==> config.mk <==
export PLATFORM = sky130hd
export DESIGN_NAME = spg_sleep_ctrl
export DESIGN_NICKNAME = d
export VERILOG_FILES = /design/src/spg_pkg.sv /design/src/spg_periph_gate.sv /design/src/spg_sleep_ctrl.sv
export SDC_FILE = /design/constraint.sdc
export NUM_CORES = 1
export LEC_CHECK = 0
export BUFFER_PORTS_ARGS = -buffer_cell sky130_fd_sc_hd__buf_2
export CAP_MARGIN = 20
export CORE_UTILIZATION = 48
export DETAILED_ROUTE_END_ITERATION = 6
export GPL_ROUTABILITY_DRIVEN = 0
export PLACE_DENSITY = 0.76
export SKIP_LAST_GASP = 1
export SYNTH_ARGS = -nofsm -noshare
export SYNTH_HDL_FRONTEND = slang
export SYNTH_SLANG_ARGS = --single-unit
==> constraint.sdc <==
create_clock -name clock -period 2.46 [get_ports clock]
set_clock_uncertainty 0.1 [all_clocks]
set_input_delay 0.123 -clock clock [delete_from_list [all_inputs] [get_ports clock]]
set_output_delay 0.123 -clock clock [all_outputs]
set_load 0.05 [all_outputs]
==> src/spg_pkg.sv <==
// Purpose: Shared constants and types for the sleep and power-gating controller.
// Assumes: One 40 MHz system clock; all control bits arrive as plain ports.
// Notes:   Mode codes follow the two-bit sleep mode select field.
package spg_pkg;

  // ----------------------------------------------------------------------
  // Mode select codes
  // ----------------------------------------------------------------------
  localparam logic [1:0] SPG_SM_IDLE    = 2'h0;
  localparam logic [1:0] SPG_SM_ADCNR   = 2'h1;
  localparam logic [1:0] SPG_SM_PWRDOWN = 2'h2;
  localparam logic [1:0] SPG_SM_STANDBY = 2'h3;

  // ----------------------------------------------------------------------
  // Timing counts
  // ----------------------------------------------------------------------
  localparam int unsigned SPG_CLK_MHZ        = 40;
  localparam int unsigned SPG_WAKE_HOLD_CYC  = 4;
  localparam int unsigned SPG_STANDBY_WAKE_CYC = 6;
  localparam int unsigned SPG_OSC_START_NS   = 1000;
  localparam int unsigned SPG_OSC_START_CYC  =
    (SPG_OSC_START_NS * SPG_CLK_MHZ + 999) / 1000;
  localparam logic [7:0]  SPG_PRR_RESET      = 8'h00;

  // ----------------------------------------------------------------------
  // Peripheral bit positions in the power reduction register
  // ----------------------------------------------------------------------
  localparam int unsigned SPG_PR_ADC    = 0;
  localparam int unsigned SPG_PR_TWI    = 7;
  localparam int unsigned SPG_NUM_PERIPH = 8;

  // ----------------------------------------------------------------------
  // Types
  // ----------------------------------------------------------------------
  typedef struct packed {
    logic wdt_irq;
    logic ext_level_irq;
    logic pin_change_irq;
    logic mem_ready_irq;
    logic adc_done_irq;
    logic start_frame_irq;
    logic twi_addr_match_irq;
    logic other_irq;
  } spg_wake_t;

  typedef struct packed {
    logic osc_en;
    logic clk_cpu_en;
    logic clk_flash_en;
    logic clk_io_en;
    logic clk_adc_en;
  } spg_gate_t;

endpackage : spg_pkg

==> src/spg_periph_gate.sv <==
// Purpose: Per-peripheral clock gate with register access block.
// Assumes: Gate enable is registered; state is frozen by stopping the clock.
// Notes:   No state is reset by gating, so the peripheral resumes where it stopped.
`timescale 1ns/1ps
module spg_periph_gate
  import spg_pkg::*;
(
  // Clock and reset
  input  wire logic clock,
  input  wire logic reset,
  // Control
  input  wire logic pr_bit,
  input  wire logic domain_on,
  // Outputs
  output logic      clk_en,
  output logic      access_en
);

  logic clk_en_nxt;

  always_comb begin
    clk_en_nxt = domain_on & ~pr_bit;
  end

  always_ff @(posedge clock or posedge reset) begin
    if (reset) begin
      clk_en    <= 1'b1;
      access_en <= 1'b1;
    end else begin
      clk_en    <= clk_en_nxt;
      access_en <= ~pr_bit;
    end
  end

endmodule : spg_periph_gate

==> src/spg_sleep_ctrl.sv <==
// Purpose: Sleep mode sequencer and clock domain gating for a small controller.
// Assumes: Wake and reset-request inputs come from pins or asynchronous logic.
// Notes:   Memory contents are never touched; only clock, access, CPU and analog controls are steered.
`timescale 1ns/1ps

// What this block does
// - Sleep entered only if arm bit is one when sleep instruction runs.
// - Mode select field picks which sleep mode the instruction enters.
// - Select codes: 00 idle, 01 ADC noise, 10 power-down, 11 standby.
// - After interrupt wake, CPU held four extra cycles, then resumes.
// - Sleep and wake leave register file and SRAM unchanged.
// - Reset during sleep wakes and restarts at the reset vector.
// - Idle stops only CPU and flash clocks.
// - Idle wakes on any enabled interrupt, external or internal.
// - Enabled ADC starts a conversion on entering idle or ADC noise mode.
// - ADC noise mode stops I/O, CPU and flash clocks only.
// - ADC noise mode wakes on resets, level, pin, ADC, memory, frame, address.
// - Power-down stops oscillator and every derived clock.
// - Power-down and standby wake only on resets, level, pin, frame, address.
// - Standby is power-down with oscillator kept; wake within six cycles.
// - Power reduction bit stops clock, freezes state, blocks register access.
// - Clearing power reduction bit restarts clock from the frozen state.
// - Per-peripheral gating applies in active and idle, and to the ADC in ADC noise; power-down and standby stop all.
// - Enabled ADC stays enabled; after off and on, next conversion extended.
// - Comparator auto-off in standby and power-down unless on internal reference.
// - Fuse-enabled brown-out detector stays on in sleep, optionally sampled.
// - Internal reference on whenever detector, comparator or ADC need it.
module spg_sleep_ctrl
  import spg_pkg::*;
#(
  parameter int unsigned OSC_START_CYC = SPG_OSC_START_CYC
)
(
  // Clock and reset
  input  wire logic                      clock,
  input  wire logic                      reset,
  // CPU side
  input  wire logic                      sleep_instr,
  input  wire logic                      sleep_arm_bit,
  input  wire logic [1:0]                sleep_mode_select,
  input  wire logic                      irq_enabled_pending,
  // Wake sources, asynchronous
  input  wire spg_wake_t                 wake_src,
  input  wire logic                      reset_req,
  // Peripheral configuration
  input  wire logic [SPG_NUM_PERIPH-1:0] power_reduction_reg,
  input  wire logic                      adc_enable,
  input  wire logic                      comp_enable,
  input  wire logic                      comp_uses_ref,
  input  wire logic                      brownout_sleep_fuse,
  input  wire logic                      brownout_sampled_sel,
  // Clock domain controls
  output spg_gate_t                      gate,
  output logic      [SPG_NUM_PERIPH-1:0] periph_clk_en,
  output logic      [SPG_NUM_PERIPH-1:0] periph_access_en,
  // CPU status
  output logic                           cpu_hold,
  output logic                           cpu_restart,
  output logic                           asleep,
  // Analog controls
  output logic                           adc_auto_start,
  output logic                           adc_extended_conv,
  output logic                           comp_active,
  output logic                           brownout_active,
  output logic                           brownout_sampled,
  output logic                           vref_enable
);

  // ----------------------------------------------------------------------
  // Parameter checks
  // ----------------------------------------------------------------------
  // The start-up count must be nonzero and must fit the 16-bit wake counter.
  if (OSC_START_CYC == 32'h00000000 || OSC_START_CYC > 32'h0000ffff) begin : g_bad_osc_start
    $error("OSC_START_CYC must lie between 1 and 65535");
  end

  // ----------------------------------------------------------------------
  // Input synchronisers
  // ----------------------------------------------------------------------
  logic [8:0] sync1_r;
  logic [8:0] sync2_r;
  logic [8:0] sync_nxt;

  always_comb begin
    sync_nxt = {reset_req, wake_src};
  end

  always_ff @(posedge clock or posedge reset) begin
    if (reset) begin
      sync1_r <= 9'h000;
      sync2_r <= 9'h000;
    end else begin
      sync1_r <= sync_nxt;
      sync2_r <= sync1_r;
    end
  end

  spg_wake_t w;
  logic      rst_s;
  assign w     = spg_wake_t'(sync2_r[7:0]);
  assign rst_s = sync2_r[8];

  // ----------------------------------------------------------------------
  // Sleep state machine
  // ----------------------------------------------------------------------
  typedef enum logic [3:0] {
    ST_RUN   = 4'b0001,
    ST_SLEEP = 4'b0010,
    ST_START = 4'b0100,
    ST_HOLD  = 4'b1000
  } spg_state_t;

  spg_state_t  state_r, state_nxt;
  logic [1:0]  mode_r, mode_nxt;
  logic [15:0] cnt_r, cnt_nxt;
  logic        restart_r, restart_nxt;
  logic        wake_any;

  // Wake qualification per mode; the deep modes listen to asynchronous sources only.
  always_comb begin
    unique case (mode_r)
      SPG_SM_IDLE: begin
        wake_any = (|w) | irq_enabled_pending;
      end
      SPG_SM_ADCNR: begin
        wake_any = w.wdt_irq | w.ext_level_irq | w.pin_change_irq |
                   w.adc_done_irq | w.mem_ready_irq | w.start_frame_irq |
                   w.twi_addr_match_irq;
      end
      SPG_SM_PWRDOWN, SPG_SM_STANDBY: begin
        wake_any = w.wdt_irq | w.ext_level_irq | w.pin_change_irq |
                   w.start_frame_irq | w.twi_addr_match_irq;
      end
    endcase
  end

  always_comb begin
    state_nxt   = state_r;
    mode_nxt    = mode_r;
    cnt_nxt     = cnt_r;
    restart_nxt = 1'b0;
    unique case (state_r)
      ST_RUN: begin
        if (sleep_instr && sleep_arm_bit) begin
          state_nxt = ST_SLEEP;
          mode_nxt  = sleep_mode_select;
        end
      end
      ST_SLEEP: begin
        // A reset request wins over a wake source in the same cycle.
        if (rst_s) begin
          state_nxt   = ST_RUN;
          restart_nxt = 1'b1;
        end else if (wake_any) begin
          state_nxt = ST_START;
          // Standby keeps the oscillator, so only a short resync is needed.
          if (mode_r == SPG_SM_PWRDOWN)
            cnt_nxt = 16'(OSC_START_CYC);
          else if (mode_r == SPG_SM_STANDBY)
            cnt_nxt = 16'(SPG_STANDBY_WAKE_CYC - SPG_WAKE_HOLD_CYC - 1);
          else
            cnt_nxt = 16'h0000;
        end
      end
      ST_START: begin
        if (cnt_r == 16'h0000) begin
          state_nxt = ST_HOLD;
          cnt_nxt   = 16'(SPG_WAKE_HOLD_CYC - 1);
        end else begin
          cnt_nxt = cnt_r - 16'h0001;
        end
      end
      ST_HOLD: begin
        if (cnt_r == 16'h0000)
          state_nxt = ST_RUN;
        else
          cnt_nxt = cnt_r - 16'h0001;
      end
      default: begin
        state_nxt = ST_RUN;
      end
    endcase
  end

  always_ff @(posedge clock or posedge reset) begin
    if (reset) begin
      state_r   <= ST_RUN;
      mode_r    <= SPG_SM_IDLE;
      cnt_r     <= 16'h0000;
      restart_r <= 1'b0;
    end else begin
      state_r   <= state_nxt;
      mode_r    <= mode_nxt;
      cnt_r     <= cnt_nxt;
      restart_r <= restart_nxt;
    end
  end

  // ----------------------------------------------------------------------
  // Domain gating and analog controls
  // ----------------------------------------------------------------------
  spg_gate_t  gate_nxt;
  logic       sleeping_nxt;
  logic       deep_nxt;
  logic       hold_nxt;
  logic       auto_nxt;
  logic       comp_nxt;
  logic       adc_prev_r;
  logic       ext_r, ext_nxt;
  logic       bod_nxt;

  // Register file and SRAM are never gated or cleared here.
  always_comb begin
    sleeping_nxt = (state_nxt == ST_SLEEP);
    deep_nxt     = sleeping_nxt && mode_nxt[1];
    gate_nxt     = '{osc_en: 1'b1, clk_cpu_en: 1'b1, clk_flash_en: 1'b1,
                     clk_io_en: 1'b1, clk_adc_en: 1'b1};
    if (sleeping_nxt) begin
      gate_nxt.clk_cpu_en   = 1'b0;
      gate_nxt.clk_flash_en = 1'b0;
      unique case (mode_nxt)
        SPG_SM_IDLE: begin
        end
        SPG_SM_ADCNR: begin
          gate_nxt.clk_io_en = 1'b0;
        end
        SPG_SM_PWRDOWN: begin
          gate_nxt.clk_io_en  = 1'b0;
          gate_nxt.clk_adc_en = 1'b0;
          gate_nxt.osc_en     = 1'b0;
        end
        SPG_SM_STANDBY: begin
          gate_nxt.clk_io_en  = 1'b0;
          gate_nxt.clk_adc_en = 1'b0;
        end
      endcase
    end
    hold_nxt = (state_nxt != ST_RUN);
    auto_nxt = (state_r == ST_RUN) && (state_nxt == ST_SLEEP) && adc_enable &&
               !sleep_mode_select[1];
    comp_nxt = comp_enable && (!deep_nxt || comp_uses_ref);
    // Extended flag set on enable rise, dropped once a conversion is started.
    ext_nxt  = (adc_enable && !adc_prev_r) ? 1'b1 :
               (auto_nxt ? 1'b0 : ext_r);
    bod_nxt  = brownout_sleep_fuse;
  end

  always_ff @(posedge clock or posedge reset) begin
    if (reset) begin
      gate              <= '{default: 1'b1};
      cpu_hold          <= 1'b0;
      cpu_restart       <= 1'b0;
      asleep            <= 1'b0;
      adc_auto_start    <= 1'b0;
      adc_prev_r        <= 1'b0;
      ext_r             <= 1'b0;
      adc_extended_conv <= 1'b0;
      comp_active       <= 1'b0;
      brownout_active   <= 1'b0;
      brownout_sampled  <= 1'b0;
      vref_enable       <= 1'b0;
    end else begin
      gate              <= gate_nxt;
      cpu_hold          <= hold_nxt;
      cpu_restart       <= restart_r;
      asleep            <= sleeping_nxt;
      adc_auto_start    <= auto_nxt;
      adc_prev_r        <= adc_enable;
      ext_r             <= ext_nxt;
      adc_extended_conv <= ext_nxt;
      comp_active       <= comp_nxt;
      brownout_active   <= bod_nxt;
      brownout_sampled  <= bod_nxt && brownout_sampled_sel;
      vref_enable       <= bod_nxt || (comp_nxt && comp_uses_ref) ||
                           adc_enable;
    end
  end

  // ----------------------------------------------------------------------
  // Per-peripheral gates
  // ----------------------------------------------------------------------
  logic io_dom_on;
  logic adc_dom_on;
  assign io_dom_on  = gate_nxt.clk_io_en;
  assign adc_dom_on = gate_nxt.clk_adc_en;

  genvar gi;
  generate
    for (gi = 0; gi < SPG_NUM_PERIPH; gi++) begin : g_pg
      spg_periph_gate u_gate (
        .clock     (clock),
        .reset     (reset),
        .pr_bit    (power_reduction_reg[gi]),
        .domain_on ((gi == SPG_PR_ADC) ? adc_dom_on : io_dom_on),
        .clk_en    (periph_clk_en[gi]),
        .access_en (periph_access_en[gi])
      );
    end
  endgenerate

endmodule : spg_sleep_ctrl

==> Word-level counts from Yosys, hierarchy flattened <==
Index checks and enable logic that the tools add are counted.
{ "classes": {"n_addsub": 1, "n_mul": 0, "div": 0, "n_lt_le_gt_ge": 0, "n_eq_ne": 15, "n_shift": 0, "muxes": 24, "n_bitwise": 25, "n_reduce_logical": 24} }
{ "op_table": {"columns": ["operator", "count"], "rows": [
  ["16-bit two-way mux", 4],
  ["16-bit one-hot mux with 3 select lines", 1],
  ["4-bit two-way mux", 5],
  ["16-bit zero test", 1],
  ["4-bit one-hot mux with 4 select lines", 1],
  ["16-bit by 1-bit subtractor with 16-bit output, second input constant", 1],
  ["1-bit logical AND", 9],
  ["1-bit OR", 9],
  ["1-bit AND", 8],
  ["2-bit == test, second input constant", 4],
  ["4-bit by 2-bit == test with 1-bit output, second input constant", 2],
  ["1-bit two-way mux", 8],
  ["1-bit NOT", 8],
  ["8-bit OR reduction", 1],
  ["6-bit two-way mux", 1],
  ["2-bit inequality test, second input constant", 3],
  ["5-bit two-way mux", 1],
  ["2-bit by 1-bit == test with 1-bit output, second input constant", 2],
  ["4-bit by 1-bit == test with 1-bit output, second input constant", 1],
  ["4-bit by 3-bit == test with 1-bit output, second input constant", 1],
  ["4-bit == test, second input constant", 1],
  ["2-bit two-way mux", 2],
  ["4-bit by 1-bit inequality test with 1-bit output, second input constant", 1],
  ["4-bit AND reduction", 1],
  ["other kinds (8)", 13]
]} }
{ "word_totals": {"ff_bits": 72, "latch_bits": 0, "mem_bits_rw": 0, "romBits": 0, "inputBits": 29, "output_inout_bits": 30, "wordCells": 126, "memories": 0} }

==> Longest topological paths before layout <==
{ "depth": {"word_depth": 18, "ltp_mapped": 9} }

==> Modules after synthesis <==
From an unflattened synthesis, not the netlist that was laid out.
{ "hier_totals": {"hier_cells": 245, "hier_area_um2": 2942.8} }
{ "by_module_without_submodules": {"columns": ["mod", "n_inst", "cells_each", "area_per_inst_um2", "seq_area_each_um2"], "rows": [
  ["spg_sleep_ctrl", 1, 205, 2412.3, 1382.6],
  ["spg_periph_gate", 8, 5, 66.3, 52.6]
]} }

==> Worst setup path before layout <==
No wires, ideal clock.
{ "synth_timing": {"path_type": "register -> register", "start": "register cnt_r[0]", "end": "register cpu_hold", "setup_time_ps": 150, "t_arrival_ps": 2324, "required_ps": 2210, "slack_ps": -114, "path_stages_with_launch": 9, "n_path_buf": 1, "synth_period_minus_slack_ps": 2574, "cell_sequence": "dfrtp_1 -> inv_1 -> ha_1 -> or4b_2 -> or4_4 -> buf_6 -> a211o_1 -> a31oi_2 -> a211oi_1"} }
{ "synth_via": {"elab_chain_cells": 4} }
{ "synth_lines": {"columns": ["item", "line_no", "source"], "rows": [
  ["start, declared", "spg_sleep_ctrl.sv:115", "logic [15:0] cnt_r, cnt_nxt;"],
  ["start signal, assigned", "spg_sleep_ctrl.sv:194", "cnt_r <= cnt_nxt;"],
  ["16-bit zero test (*)", "spg_sleep_ctrl.sv:166, spg_sleep_ctrl.sv:174", null],
  ["4-bit two-way mux (on tied branches)", "spg_sleep_ctrl.sv:174, spg_sleep_ctrl.sv:166", null],
  ["4-bit one-hot mux with 4 select lines (*)", "spg_sleep_ctrl.sv:142", "unique case (state_r)"],
  ["4-bit by 1-bit inequality test with 1-bit output (*)", "spg_sleep_ctrl.sv:238", "hold_nxt = (state_nxt != ST_RUN);"],
  ["via hold_nxt", "spg_sleep_ctrl.sv:205", "logic hold_nxt;"],
  ["end signal, assigned", "spg_sleep_ctrl.sv:264", "cpu_hold <= hold_nxt;"],
  ["end, declared", "spg_sleep_ctrl.sv:57", "output logic cpu_hold,"]
]} }
Mark *: on every way through the listed nets, which the timed path passes. The rest lies on a longest branch.
A chain may end at the register's enable or synchronous reset.

==> Worst setup path after layout <==
{ "layout_timing": {"start": "register cnt_r[3]", "end": "register cnt_r[0]"} }
{ "layout_via": {"elab_chain_cells": 3} }
{ "layout_lines": {"columns": ["item", "line_no"], "rows": [
  ["16-bit zero test (*)", "spg_sleep_ctrl.sv:166, spg_sleep_ctrl.sv:174"],
  ["16-bit two-way mux or 2-bit inequality test (tied branches)", null],
  ["16-bit one-hot mux with 3 select lines or 4-bit AND reduction (tied branches)", null]
]} }
Mark *: on every way between the ends. The rest lies on a longest branch, timed or not.

==> qor.yml <==
async_reset_ff_share_pct: 100
n_fill_cell: 391
grt_use_met2_pct: 42.5
drc: 0
synth_nets: 296
tightest_slew_ns: 0.395
holdCritStartpoint: "sync1_r[0]$_DFF_PP0_"
path_class: "flop to flop"
dpl.hpwl_um: 4390
slew_headroom_pct: 72.9
start_kind: "flop"
drv_slew: 0
antenna_found_initial: 0
firstDrtPassIters: 4
rows: 28
globalRouteTotalUtil_pct: 25.0
synth_warnings: 0
ys_seq_area_share_pct: 59.6
via_per_inst: 5.42
cap_violations: 0
ios: 59
final_layout_size_suffix_gt1_share_pct: 39.1
postRouteAntennaNets: 0
synth_ff_type: "dfrtp_1"
num_vias: 2418
busiest_layer: "met2"
regToRegSetupSlack_ns: 0.03
h-tree-depth: 3
fin_cells: 446
final_common_cell: "buf_2"
min_path_type: "flop to flop"
final_hold_viol_count: 0
reg2reg_from: "cnt_r[3]$_DFFE_PP0P_"
gr-total-overflow: 0
syn_to_final_growth_pct: 33.2
clk_pin_slew_worst_paths_ns: 0.09
wire_per_inst_um: 16.8
leakagePower_nw: 1.89
rr_endpoint: "cnt_r[0]$_DFFE_PP0P_"
finalSetupViolations: 0
numCtsBuffers: 9
cp.required_ns: 2.60
worstHoldEndpoint: "sync2_r[0]$_DFF_PP0_"
synth_cell_types: 46
critical_path_peak_fanout: 5
grt_pass1_wl_um: 11900
postLayoutCoreUtil_pct: 67.3
netlist_area_um2: 3030
initial_core_util_pct: 50.5
period_needed_ns: 2.43
met3_usage_pct: 8.54
clock.fmax_mhz: 411
dr.first_iter.drc_count: 166
cts.path.max_buffers: 2
final_nets: 397
critPathLaunch: "cnt_r[3]$_DFFE_PP0P_"
dieArea_um2: 6630
cts_tree: "yes"
antenna_cells: 0
die_width_um: 81.4
synth_edf_count: 0
peakVddDrop_uv: 716
cts.sinks: 71
yosys_register_bits: 71
met1_usage_pct: 29.4
final_cell_mix: "58 x buf_2, 49 x dfrtp_1, 29 x dlygate4sd3_1"
grt_max_degree: 72
dpl.cell_count: 401
crit_arrival_ns: 2.58
drt_wl_total_um: 7490
die_h_um: 81.4
fp.coreArea_um2: 5990
cp-end-kind: "flop"
reg2regPathDepth: 5
post_cts_buffers: 0
avgSynthCellArea_um2: 11.4
portBuffers: 58
final_area_um2: 4030
holdPathStages: 0
layout_setup_ws_ns: 0.0253
p_per_area_nw_per_um2: 1010
first_global_vias: 2490
pre_cts_ws_ns: -0.0407
cts-root-buf: "clkbuf_8"
synthCells: 265
period_share_pct: 99.0
hold_slack_ns: 0.249
post_dp_cell_area_um2: 3480
status: "finished, final reports clean"
worst_skew_pair.late_latency_ns: 0.36
[Yosys cell counts, types with 5 or more instances]
| cell | count | area, um^2 |
|---|---|---|
| nor2_1 | 18 | 67.6 |
| nand2_1 | 11 | 41.3 |
| nor3_1 | 7 | 35.0 |
| inv_1 | 20 | 75.1 |
| nor2b_1 | 5 | 31.3 |
| dfstp_2 | 21 | 552 |
| o21ai_0 | 6 | 30.0 |
| nand3b_1 | 9 | 67.6 |
| nand3_1 | 16 | 80.1 |
| buf_4 | 18 | 135 |
| mux2i_1 | 10 | 100 |
| dfrtp_1 | 50 | 1250 |
| a21oi_1 | 13 | 65.1 |
[routing by layer]
| metal | wire (um) | vias up | share of wire, % |
|---|---|---|---|
| met2 | 3930 | 90 | 52 |
| li1 | - | 1112 | - |
| met5 | 0 | - | 0 |
| met3 | 461 | 11 | 6.2 |
| met4 | 124 | 0 | 1.7 |
| met1 | 2970 | 1205 | 40 |
[sequential cells by signal, summed over array words and instances (netlist names), 2 cells and up]
name,cells
cnt_r,16
g_pg.u_gate.access_en,8
g_pg.u_gate.clk_en,8
gate,4
mode_r,2
state_r,4
sync1_r,9
sync2_r,9
[kinds of logic (layout without fill, tap and decap cells)]
group | after synthesis | in the layout | share of synthesized area [%]
AO/OA/AOI/OAI | 49 | 49 | 11.6
adder cells (fa/ha/maj) | 2 | 2 | 0.827
buffers and inverters | 44 | 150 | 7.98
flip-flops | 71 | 71 | 59.6
multiplexers | 12 | 12 | 4.05
AND/OR/NAND/NOR | 87 | 87 | 16.0
[through the flow]
stage                     TNS (ns)  total power [mW]
after floorplan                  0              2.57
after global placement           0              2.97
after detailed placement   -0.0585              3.01
after CTS                  -0.0217              3.99
after global routing       -0.0353              4.28
final                            0              4.06
[critical path, cell delays in order (launching register included)]
cell	delay (ns)
dfrtp_1	0.45
or4_4	0.57
or4_4	0.56
a21oi_4	0.25
nand2_2	0.09
mux2_4	0.30
[final cells by class]
type | count | area (um^2) | share of cell area (%)
clock buffers | 9 | 124 | 3.07
clock inverters | 7 | 73.8 | 1.83
inverters | 20 | 75.1 | 1.86
multi-input cells | 150 | 1060 | 26.2
flip-flops and latches | 71 | 1800 | 44.7
well taps | 75 | 93.8 | 2.33
repair buffers | 114 | 803 | 19.9
[report_power, final]
| part | leakage, nW | total, mW | switching (mW) | internal, mW |
|---|---|---|---|---|
| sequential | 0.843 | 1.56 | 0.164 | 1.39 |
| clock | 0.101 | 0.923 | 0.522 | 0.401 |
| combinational | 0.944 | 1.58 | 0.894 | 0.683 |
[how the worst max path moves through the flow]
stage	cells past startpoint	slack (ns)	to
final	5	0.03	cnt_r[0]$_DFFE_PP0P_
after global routing	5	-0.02	cnt_r[0]$_DFFE_PP0P_
after CTS	8	-0.02	cnt_r[12]$_DFFE_PP0P_
after detailed placement	8	-0.04	cnt_r[12]$_DFFE_PP0P_
after global placement	7	0.08	cnt_r[0]$_DFFE_PP0P_
after floorplan	8	0.002	cnt_r[0]$_DFFE_PP0P_
[timing repair]
action,4_1_cts,5_1_grt
pin swaps,1,2
endpoints found under the hold margin,88,0
endpoints found under the setup margin,9,23
resized for setup,1,12
hold buffers,29,0
Note: power is estimated with default switching activity, not from simulation.
